`src/common/cildt_pkg.sv`:
```
/*
  constants and types for the camera i/o line, input filter and timer block.
  assumes a single 20 MHz device clock; times are counted in microsecond ticks
  made from that clock, except the 0.5 us filter default, which is counted in cycles.
*/
package cildt_pkg;

  // clock rate and the one-microsecond tick derived from it
  localparam int CLK_HZ          = 20_000_000;
  localparam int TICK_NS         = 1000;
  localparam int CYC_PER_US      = CLK_HZ / 1_000_000;
  localparam int HALF_US_CYC     = CYC_PER_US / 2;

  // programmable ranges in microseconds
  localparam int FILT_MAX_US     = 1_000_000;
  localparam int TIMER_MAX_US    = 60_000_000;
  localparam int DUR_MIN_US      = 1;
  localparam int FILT_W          = 20;
  localparam int TIME_W          = 26;

  // reset defaults; the filter default of 0.5 us is held in cycles
  localparam logic [FILT_W-1:0] FILT_DEF_US   = 20'h00000;
  localparam logic [TIME_W-1:0] DUR_DEF_US    = 26'h0000001;
  localparam logic [TIME_W-1:0] DELAY_DEF_US  = 26'h0000000;

  // line selector codes
  localparam logic LINE_IN  = 1'b0;
  localparam logic LINE_OUT = 1'b1;

  typedef enum logic [2:0]
  {
    SRC_OFF,
    SRC_EXPOSURE,
    SRC_READOUT,
    SRC_SOFTWARE,
    SRC_TIMER
  } cildt_src_t;

  typedef enum logic [1:0]
  {
    TRG_NONE,
    TRG_EXPOSURE,
    TRG_READOUT,
    TRG_INPUT
  } cildt_trg_t;

  typedef enum logic [1:0]
  {
    trig_on_rise,
    trig_on_fall,
    gate_while_high,
    gate_while_low
  } cildt_cond_t;

endpackage

```
`src/common/cildt_tick_if.sv`:
```
/*
  carries the microsecond tick and the filtered input between the modules.
  assumes all ends share ref_clk_i.
*/
`timescale 1ns/10ps
interface cildt_tick_if;
  logic us_tick;
  logic filt_level;

  modport src
  (
    output us_tick,
    output filt_level
  );
  modport dst
  (
    input  us_tick,
    input  filt_level
  );
endinterface

```
`src/rtl/cildt_filter.sv`:
```
/*
  input synchroniser, microsecond tick divider and input filter.
  assumes the input pin is asynchronous to ref_clk_i.
*/
`timescale 1ns/10ps
module cildt_filter
  import cildt_pkg::*;
(
  // clock and reset
  input  wire logic              ref_clk_i,
  input  wire logic              arst_n_i,
  // raw line and setting
  input  wire logic              input_line_a_i,
  input  wire logic [FILT_W-1:0] filt_us_i,
  // towards the main block
  cildt_tick_if.src              tk
);
  import cildt_pkg::*;

  logic [2:0]        sync_r, sync_nxt;
  logic [4:0]        div_r, div_nxt;
  logic              tick_r, tick_nxt;
  logic              lvl_r, lvl_nxt;
  logic [FILT_W:0]   cnt_r, cnt_nxt;
  logic [FILT_W:0]   need;
  logic              stable;

  // second and third stage must agree before the filter looks at it
  assign stable = (sync_r[1] == sync_r[2]);
  // half a microsecond when zero is programmed, else whole microseconds;
  // one extra tick covers the free-running tick phase, so a level is
  // only taken after at least the full programmed time
  assign need = (filt_us_i == '0) ? (FILT_W+1)'(HALF_US_CYC)
                                  : {1'b0, filt_us_i} + (FILT_W+1)'(1);

  always_comb
  begin
    sync_nxt = {sync_r[1:0], input_line_a_i};
    tick_nxt = 1'b0;
    div_nxt  = div_r + 5'h01;
    if (div_r == 5'(CYC_PER_US - 1))
    begin
      div_nxt  = 5'h00;
      tick_nxt = 1'b1;
    end
    lvl_nxt = lvl_r;
    cnt_nxt = cnt_r;
    // restart the count on any change or on a level equal to current
    if (!stable || sync_r[2] == lvl_r)
      cnt_nxt = '0;
    else
    begin
      // count cycles for the half-us default, us ticks otherwise
      if (filt_us_i == '0 || tick_r)
        cnt_nxt = cnt_r + (FILT_W+1)'(1);
      if (cnt_nxt >= need)
      begin
        lvl_nxt = sync_r[2];
        cnt_nxt = '0;
      end
    end
  end

  always_ff @(posedge ref_clk_i or negedge arst_n_i)
  begin
    if (!arst_n_i)
    begin
      sync_r <= 3'h0;
      div_r  <= 5'h00;
      tick_r <= 1'b0;
      lvl_r  <= 1'b0;
      cnt_r  <= '0;
    end
    else
    begin
      sync_r <= sync_nxt;
      div_r  <= div_nxt;
      tick_r <= tick_nxt;
      lvl_r  <= lvl_nxt;
      cnt_r  <= cnt_nxt;
    end
  end

  assign tk.us_tick    = tick_r;
  assign tk.filt_level = lvl_r;
endmodule

```
`src/rtl/cildt_timer.sv`:
```
/*
  programmable delay and pulse timer with edge or level activation.
  assumes the trigger source is already synchronous to ref_clk_i.
*/
`timescale 1ns/10ps
module cildt_timer
  import cildt_pkg::*;
(
  // clock and reset
  input  wire logic              ref_clk_i,
  input  wire logic              arst_n_i,
  // settings
  input  wire logic              restart_i,
  input  wire logic              enable_i,
  input  wire cildt_cond_t       cond_i,
  input  wire logic [TIME_W-1:0] delay_us_i,
  input  wire logic [TIME_W-1:0] dur_us_i,
  input  wire logic              src_i,
  // tick and result
  cildt_tick_if.dst              tk,
  output logic                   pulse_o
);
  import cildt_pkg::*;

  typedef enum {T_IDLE, T_DELAY, T_ACTIVE} cildt_tst_t;

  cildt_tst_t        st_r, st_nxt;
  logic [TIME_W-1:0] cnt_r, cnt_nxt;
  logic              prev_r, prev_nxt;
  logic              pulse_r, pulse_nxt;
  logic              fire, level_mode, level_on;

  assign level_mode = (cond_i == gate_while_high) ||
                      (cond_i == gate_while_low);
  assign level_on   = (cond_i == gate_while_high) ? src_i : !src_i;
  always_comb
  begin
    case (cond_i)
      trig_on_rise: fire = src_i && !prev_r;
      trig_on_fall: fire = !src_i && prev_r;
      default:      fire = level_on;
    endcase
  end

  always_comb
  begin
    st_nxt    = st_r;
    cnt_nxt   = cnt_r;
    prev_nxt  = src_i;
    pulse_nxt = 1'b0;
    case (st_r)
      T_IDLE:
        if (enable_i && fire)
        begin
          st_nxt  = T_DELAY;
          cnt_nxt = '0;
        end
      T_DELAY:
        if (level_mode && !level_on)
          st_nxt = T_IDLE;
        else if (tk.us_tick)
        begin
          // phases start on a tick so the pulse is whole microseconds;
          // the cost is up to one extra microsecond of delay, never less
          if (cnt_r >= delay_us_i)
          begin
            st_nxt    = T_ACTIVE;
            cnt_nxt   = '0;
            pulse_nxt = 1'b1;
          end
          else
            cnt_nxt = cnt_r + TIME_W'(1);
        end
      T_ACTIVE:
      begin
        pulse_nxt = 1'b1;
        if (level_mode)
        begin
          if (!level_on)
          begin
            st_nxt    = T_IDLE;
            pulse_nxt = 1'b0;
          end
        end
        else
        begin
          if (tk.us_tick)
            cnt_nxt = cnt_r + TIME_W'(1);
          // zero width is clamped to the one-microsecond minimum
          if (cnt_nxt >= dur_us_i && cnt_nxt >= TIME_W'(DUR_MIN_US))
          begin
            st_nxt    = T_IDLE;
            pulse_nxt = 1'b0;
          end
        end
      end
      default: st_nxt = T_IDLE;
    endcase
    if (restart_i || !enable_i)
    begin
      st_nxt    = T_IDLE;
      cnt_nxt   = '0;
      pulse_nxt = 1'b0;
    end
  end

  always_ff @(posedge ref_clk_i or negedge arst_n_i)
  begin
    if (!arst_n_i)
    begin
      st_r    <= T_IDLE;
      cnt_r   <= '0;
      prev_r  <= 1'b0;
      pulse_r <= 1'b0;
    end
    else
    begin
      st_r    <= st_nxt;
      cnt_r   <= cnt_nxt;
      prev_r  <= prev_nxt;
      pulse_r <= pulse_nxt;
    end
  end

  assign pulse_o = pulse_r;
endmodule

```
`src/rtl/cildt_top.sv`:
```
/*
  digital i/o block of the camera: filtered trigger input, output line
  source selection with inversion, and the programmable timer.
  assumes exposure and readout status come from logic on ref_clk_i and
  that the settings are held steady by the control processor.
*/
`timescale 1ns/10ps
module cildt_top
  import cildt_pkg::*;
(
  // clock and reset
  input  wire logic              ref_clk_i,
  input  wire logic              arst_n_i,
  // line selection and settings
  input  wire logic              io_line_select_i,
  input  wire logic              output_polarity_invert_i,
  input  wire cildt_src_t        output_drive_source_i,
  input  wire logic              software_bit_value_i,
  input  wire logic [FILT_W-1:0] input_filter_time_i,
  // timer settings
  input  wire logic [TIME_W-1:0] timer_start_delay_i,
  input  wire logic [TIME_W-1:0] timer_pulse_width_i,
  input  wire logic              timer_restart_cmd_i,
  input  wire cildt_trg_t        timer_trigger_select_i,
  input  wire cildt_cond_t       timer_trigger_condition_i,
  // sensor status
  input  wire logic              exposure_start_i,
  input  wire logic              exposure_end_i,
  input  wire logic              readout_status_i,
  // pins
  input  wire logic              input_line_a_i,
  output logic                   output_line_b_o,
  output logic                   output_line_b_oe_n_o,
  // status
  output logic                   io_line_direction_o,
  output logic                   exposure_status_o,
  output logic                   filtered_input_o,
  output logic                   timer_pulse_out_o
);
  import cildt_pkg::*;

  cildt_tick_if tk();

  logic exp_r, exp_nxt;
  logic out_r, out_nxt;
  logic oe_n_r, oe_n_nxt;
  logic dir_r, dir_nxt;
  logic filt_r, filt_nxt;
  logic trg_src;
  logic tmr_pulse;
  logic [FILT_W-1:0] filt_us;

  // values above the range are clamped rather than wrapped
  assign filt_us = (input_filter_time_i > FILT_W'(FILT_MAX_US)) ?
                   FILT_W'(FILT_MAX_US) : input_filter_time_i;

  cildt_filter u_filter
  (
    .ref_clk_i      (ref_clk_i),
    .arst_n_i       (arst_n_i),
    .input_line_a_i (input_line_a_i),
    .filt_us_i      (filt_us),
    .tk             (tk.src)
  );

  // trigger source multiplexer
  always_comb
  begin
    case (timer_trigger_select_i)
      TRG_EXPOSURE: trg_src = exp_r;
      TRG_READOUT:  trg_src = readout_status_i;
      TRG_INPUT:    trg_src = tk.filt_level;
      default:      trg_src = 1'b0;
    endcase
  end

  cildt_timer u_timer
  (
    .ref_clk_i  (ref_clk_i),
    .arst_n_i   (arst_n_i),
    .restart_i  (timer_restart_cmd_i),
    .enable_i   (timer_trigger_select_i != TRG_NONE),
    .cond_i     (timer_trigger_condition_i),
    .delay_us_i (timer_start_delay_i),
    .dur_us_i   (timer_pulse_width_i),
    .src_i      (trg_src),
    .tk         (tk.dst),
    .pulse_o    (tmr_pulse)
  );

  // exposure status, output line mux and direction readback
  always_comb
  begin
    exp_nxt = exp_r;
    // a new start wins over an end in the same cycle
    if (exposure_end_i)
      exp_nxt = 1'b0;
    if (exposure_start_i)
      exp_nxt = 1'b1;
    oe_n_nxt = 1'b0;
    case (output_drive_source_i)
      SRC_EXPOSURE: out_nxt = exp_r;
      SRC_READOUT:  out_nxt = readout_status_i;
      SRC_SOFTWARE: out_nxt = software_bit_value_i;
      SRC_TIMER:    out_nxt = tmr_pulse;
      default:
      begin
        out_nxt  = 1'b0;
        oe_n_nxt = 1'b1;
      end
    endcase
    // inversion only applies while the line is actively driven
    if (output_polarity_invert_i && !oe_n_nxt)
      out_nxt = !out_nxt;
    dir_nxt  = (io_line_select_i == LINE_OUT) ? 1'b1 : 1'b0;
    filt_nxt = tk.filt_level;
  end

  always_ff @(posedge ref_clk_i or negedge arst_n_i)
  begin
    if (!arst_n_i)
    begin
      exp_r  <= 1'b0;
      out_r  <= 1'b0;
      oe_n_r <= 1'b1;
      dir_r  <= 1'b0;
      filt_r <= 1'b0;
    end
    else
    begin
      exp_r  <= exp_nxt;
      out_r  <= out_nxt;
      oe_n_r <= oe_n_nxt;
      dir_r  <= dir_nxt;
      filt_r <= filt_nxt;
    end
  end

  assign output_line_b_o      = out_r;
  assign output_line_b_oe_n_o = oe_n_r;
  assign io_line_direction_o  = dir_r;
  assign exposure_status_o    = exp_r;
  assign filtered_input_o     = filt_r;
  assign timer_pulse_out_o    = tmr_pulse;
endmodule

```
`config.mk`:
```
export PLATFORM = sky130hd
export DESIGN_NAME = cildt_top
export DESIGN_NICKNAME = d
export VERILOG_FILES = /design/src/common/cildt_pkg.sv /design/src/common/cildt_tick_if.sv /design/src/rtl/cildt_filter.sv /design/src/rtl/cildt_timer.sv /design/src/rtl/cildt_top.sv
export SDC_FILE = /design/constraint.sdc
export NUM_CORES = 1
export LEC_CHECK = 0
export ABC_AREA = 1
export ABC_CLOCK_PERIOD_IN_PS = 4100
export BUFFER_PORTS_ARGS = -buffer_cell sky130_fd_sc_hd__buf_2
export CORE_MARGIN = 2
export CORE_UTILIZATION = 40
export CTS_BUF_LIST = sky130_fd_sc_hd__clkbuf_8
export DETAILED_ROUTE_END_ITERATION = 12
export PLACE_DENSITY = 0.7
export SYNTH_ARGS = -nofsm -noshare
export SYNTH_HDL_FRONTEND = slang
export SYNTH_SLANG_ARGS = --single-unit
```
`constraint.sdc`:
```
create_clock -name ref_clk_i -period 4.1 [get_ports ref_clk_i]
set_clock_uncertainty 0.1 [all_clocks]
set_input_delay 0 -clock ref_clk_i [delete_from_list [all_inputs] [get_ports ref_clk_i]]
set_output_delay 0 -clock ref_clk_i [all_outputs]
set_load 0.02 [all_outputs]
```
==> run summary <==
min cycle time layout - 3.73 ns
uppermost layer routed - met4
Max-Slew Margin vs Limit - 53.8%
syn_area_per_cell - 6.34 um2
layout cells sized above 1 - 13.1%
Die Area - 0.0198 mm2
EDFF count, synth - 0
layout net count - 1461
met1 WL - 10300 um
Tightest Pin Transition - 0.691 ns
Mapped Cells - 1179
clock latency on the worst-skew pair - 0.37 ns
Synth cell types - 47
maxcap violations - 0
largest net degree at the start of global routing - 54
CTS clk-pin slew, worst paths - 0.08 ns
internal power - 1090 uW
initial drt markers - 603
switching power - 570 uW
met3 wire length - 1420 um
n_diodes - 0
Cell Count, Final, Fillers Out - 1529
Starting Density - 40.4%
initial antenna violation count - 0
CTS root buffer - clkbuf_8
Wirelength per Cell - 13.4 um
P&R area growth vs syn - 15.3%
I/O pins - 95
Logic pwr share - 24.1%
Final Hold Fails - 0
TritonCTS clock tree - done
Async SR Flop Fraction - 100%
WS Path Type - input pin to flip-flop
Yosys reg bits - 66
Die X - 141 um
drt pass-1 iters - 5
Power Dens Cells - 192 mW/mm2
Tcrit/Tclk final - 91.1%
syn nets - 1350
DRT antenna net count - 0
grt ovf - 0
Seq pwr share - 40.3%
status - complete, no violations
setup tns final - 0 ns
Hold Crit Class - input pin to flip-flop
Data required, critical path - 4.30 ns
H-tree lvl count - 3
vias per cell - 5.14
first-pass GRT wire length - 33800 um
Top FF cell, synth - dfrtp_1
setup violators final - 0
Ys Warns - 0
Port Buffers - 94
CTS Buf Count - 9
placed insts - 1497
Seq/Total Area, Yosys - 22.1%
Sw Ratio - 34.4%
RSZ-0062 raised after global routing - false
Peak VDD IR - 0.000146 V
crit path max fanout - 21
vias in the first global route - 7141
final WL - 20500 um
chip height - 141 um
Total GRT Usage - 20.8%
Placer Congestion - 0.925
filler instances - 1943
DR vias - 7852
clk sinks - 66
Final Max Slew Viols - 0
post-DP HPWL - 15900 um
drt drc - 0
Clock Path Buffers - 2
core area - 0.0185 mm2
CP Data Arrival Time - 3.93 ns
met2 routed WL - 8510 um
Rows - 50
maximum clock frequency - 0.268 GHz
Lkg Pwr - 0.00459 uW
clock share of power - 35.5%
synthesized area - 0.00748 mm2
Critical Path End Type - flip-flop
CP startpoint kind - input pin
## cell families (layout without fill, tap and decap cells)
group                    count (synthesis)  after routing  share of synthesized area [%]
adder cells (fa/ha/maj)                 82             82                           13.7
XOR/XNOR                                42             42                           5.02
flip-flops                              66             66                           22.1
AND/OR/NAND/NOR                        651            652                           38.4
AO/OA/AOI/OAI                          137            137                           10.2
other                                    1              1                         0.0501
buffers and inverters                  200            315                           10.5
## cells in the final DEF (no fill, tap or decap), types with 23 or more instances in the layout
cell,netlist,final
dfrtp_1,65,65
inv_1,172,172
nand4_1,25,25
nor2_1,108,108
nand2_1,343,343
nand3_1,88,88
nor3_1,24,23
buf_2,5,94
ha_1,82,82
a21oi_1,44,44
o21ai_0,45,45
xor2_1,31,31
## cell usage after synthesis (2+ instances only)
library cell  count  share of area, %
nand2_1         343                17
inv_1           172               8.6
nor2_1          108               5.4
nand3_1          88               5.9
ha_1             82                14
dfrtp_1          65                22
o21ai_0          45               3.0
a21oi_1          44               2.9
xor2_1           31               3.6
nand4_1          25               2.1
nor3_1           24               1.6
o21ai_1          17               1.1
nor4_1           12               1.0
clkbuf_1         11              0.55
nand2_2          11              0.92
nand3b_1         11               1.1
nor2_2           10              0.84
xnor2_1          10               1.2
o22ai_1           7              0.59
nor2_4            6              0.90
o21bai_1          6              0.60
buf_2             5              0.33
o211ai_1          5              0.50
or2_2             4              0.33
buf_6             3              0.45
inv_2             3              0.15
nor3_2            3              0.40
nor3b_1           3              0.30
o21a_1            3              0.30
a21o_1            2              0.20
buf_1             2              0.10
buf_4             2              0.20
o2111ai_1         2              0.23
## sequential cells by signal, indices dropped and copies added, names as in the netlist
| signal | cells |
|---|---|
| u_filter.sync_r | 3 |
| filtered_input_o | 1 |
| io_line_direction_o | 1 |
| output_line_b_oe_n_o | 1 |
| u_filter.cnt_r | 21 |
| u_filter.tk.filt_level | 1 |
| u_timer.prev_r | 1 |
| exposure_status_o | 1 |
| output_line_b_o | 1 |
| u_timer.cnt_r | 26 |
| u_filter.tk.us_tick | 1 |
| u_timer.pulse_o | 1 |
| u_timer.st_r | 2 |
| u_filter.div_r | 5 |
## worst max-delay path, stage by stage
cell and delay (ns):
buf_2 0.11, nor2_1 0.20, nand3_1 0.12, nor2_1 0.11, o21ai_1 0.08, o21ai_2 0.07
nand2_2 0.09, inv_2 0.10, nor2_1 0.07, inv_1 0.06, ha_1 0.16, nand3_1 0.08
nor3_1 0.16, nand3_1 0.11, nor3_2 0.13, nand2_2 0.19, nand2_8 0.20, nand2_1 0.06
o21ai_0 0.12, inv_1 0.08, ha_1 0.33, a21o_1 0.19, o21ai_0 0.18, o211ai_1 0.13
a221oi_2 0.30, nand4_1 0.12, buf_4 0.23, nor2_1 0.13
## repair_timing
action / CTS / global route
setup buffers: 0 / 0
hold buffers: 15 / 0
resized for setup: 0 / 5
hold endpoints to repair: 20 / 0
setup endpoints to repair: 0 / 22
## per-stage QoR
step           setup slack, ns  hold WS (ns)  utilization (%)  cell area [um2]  power (uW)
6_report                 0.366        0.0261             46.6             8620        1660
4_1_cts                  0.285       0.00581             46.3             8580        1670
3_5_place_dp            -0.107        -0.167             44.4             8220        1060
2_1_floorplan            0.611        -0.396                -             7480         917
3_3_place_gp           0.00248        -0.172             44.4             8220        1060
5_1_grt                0.00949        0.0516             46.6             8620        1750
## area by class of cell
class                   count  area (um2)  share of cell area [%]
multi-input cells         914        5080                    58.9
clock inverters             7        83.8                   0.972
repair buffers            123         726                    8.42
flip-flops and latches     66        1650                    19.2
well taps                 234         293                    3.40
clock buffers               9         124                    1.44
inverters                 176         661                    7.66
## layer usage
metal  GRT usage (%)  vias to the layer above
met5               0                        -
met1            30.9                     3501
met3            2.41                       23
met4            6.21                        0
li1                -                     4043
met2            31.8                      285
## path summary, 6_finish.rpt
| check | startpoint | to | slack (ns) | cells after the start |
|---|---|---|---|---|
| setup / recovery | input_filter_time_i[13] | u_filter.cnt_r[10]$_DFF_PN0_ | 0.37 | 28 |
| hold / removal | timer_trigger_condition_i[1] | u_timer.pulse_o$_DFF_PN0_ | 0.03 | 4 |
| setup reg to reg | u_filter.cnt_r[0]$_DFF_PN0_ | u_filter.cnt_r[10]$_DFF_PN0_ | 0.55 | 17 |
| hold reg to reg | u_filter.sync_r[0]$_DFF_PN0_ | u_filter.sync_r[1]$_DFF_PN0_ | 0.26 | 0 |
| max in group asynchronous | arst_n_i | u_timer.cnt_r[7]$_DFFE_PN0P_ | 2.80 | 3 |
| min in group asynchronous | arst_n_i | u_timer.cnt_r[12]$_DFFE_PN0P_ | 0.21 | 3 |
## power groups by stage
stage                     Combinational (uW)  Clock [uW]  Sequential (uW)
final                                    401         589              669
after global routing                     448         631              670
after CTS                                397         606              669
after detailed placement                 382           0              682
after global placement                   378           0              682
after floorplan                          231           0              685
(Power assumes the default switching activity.)
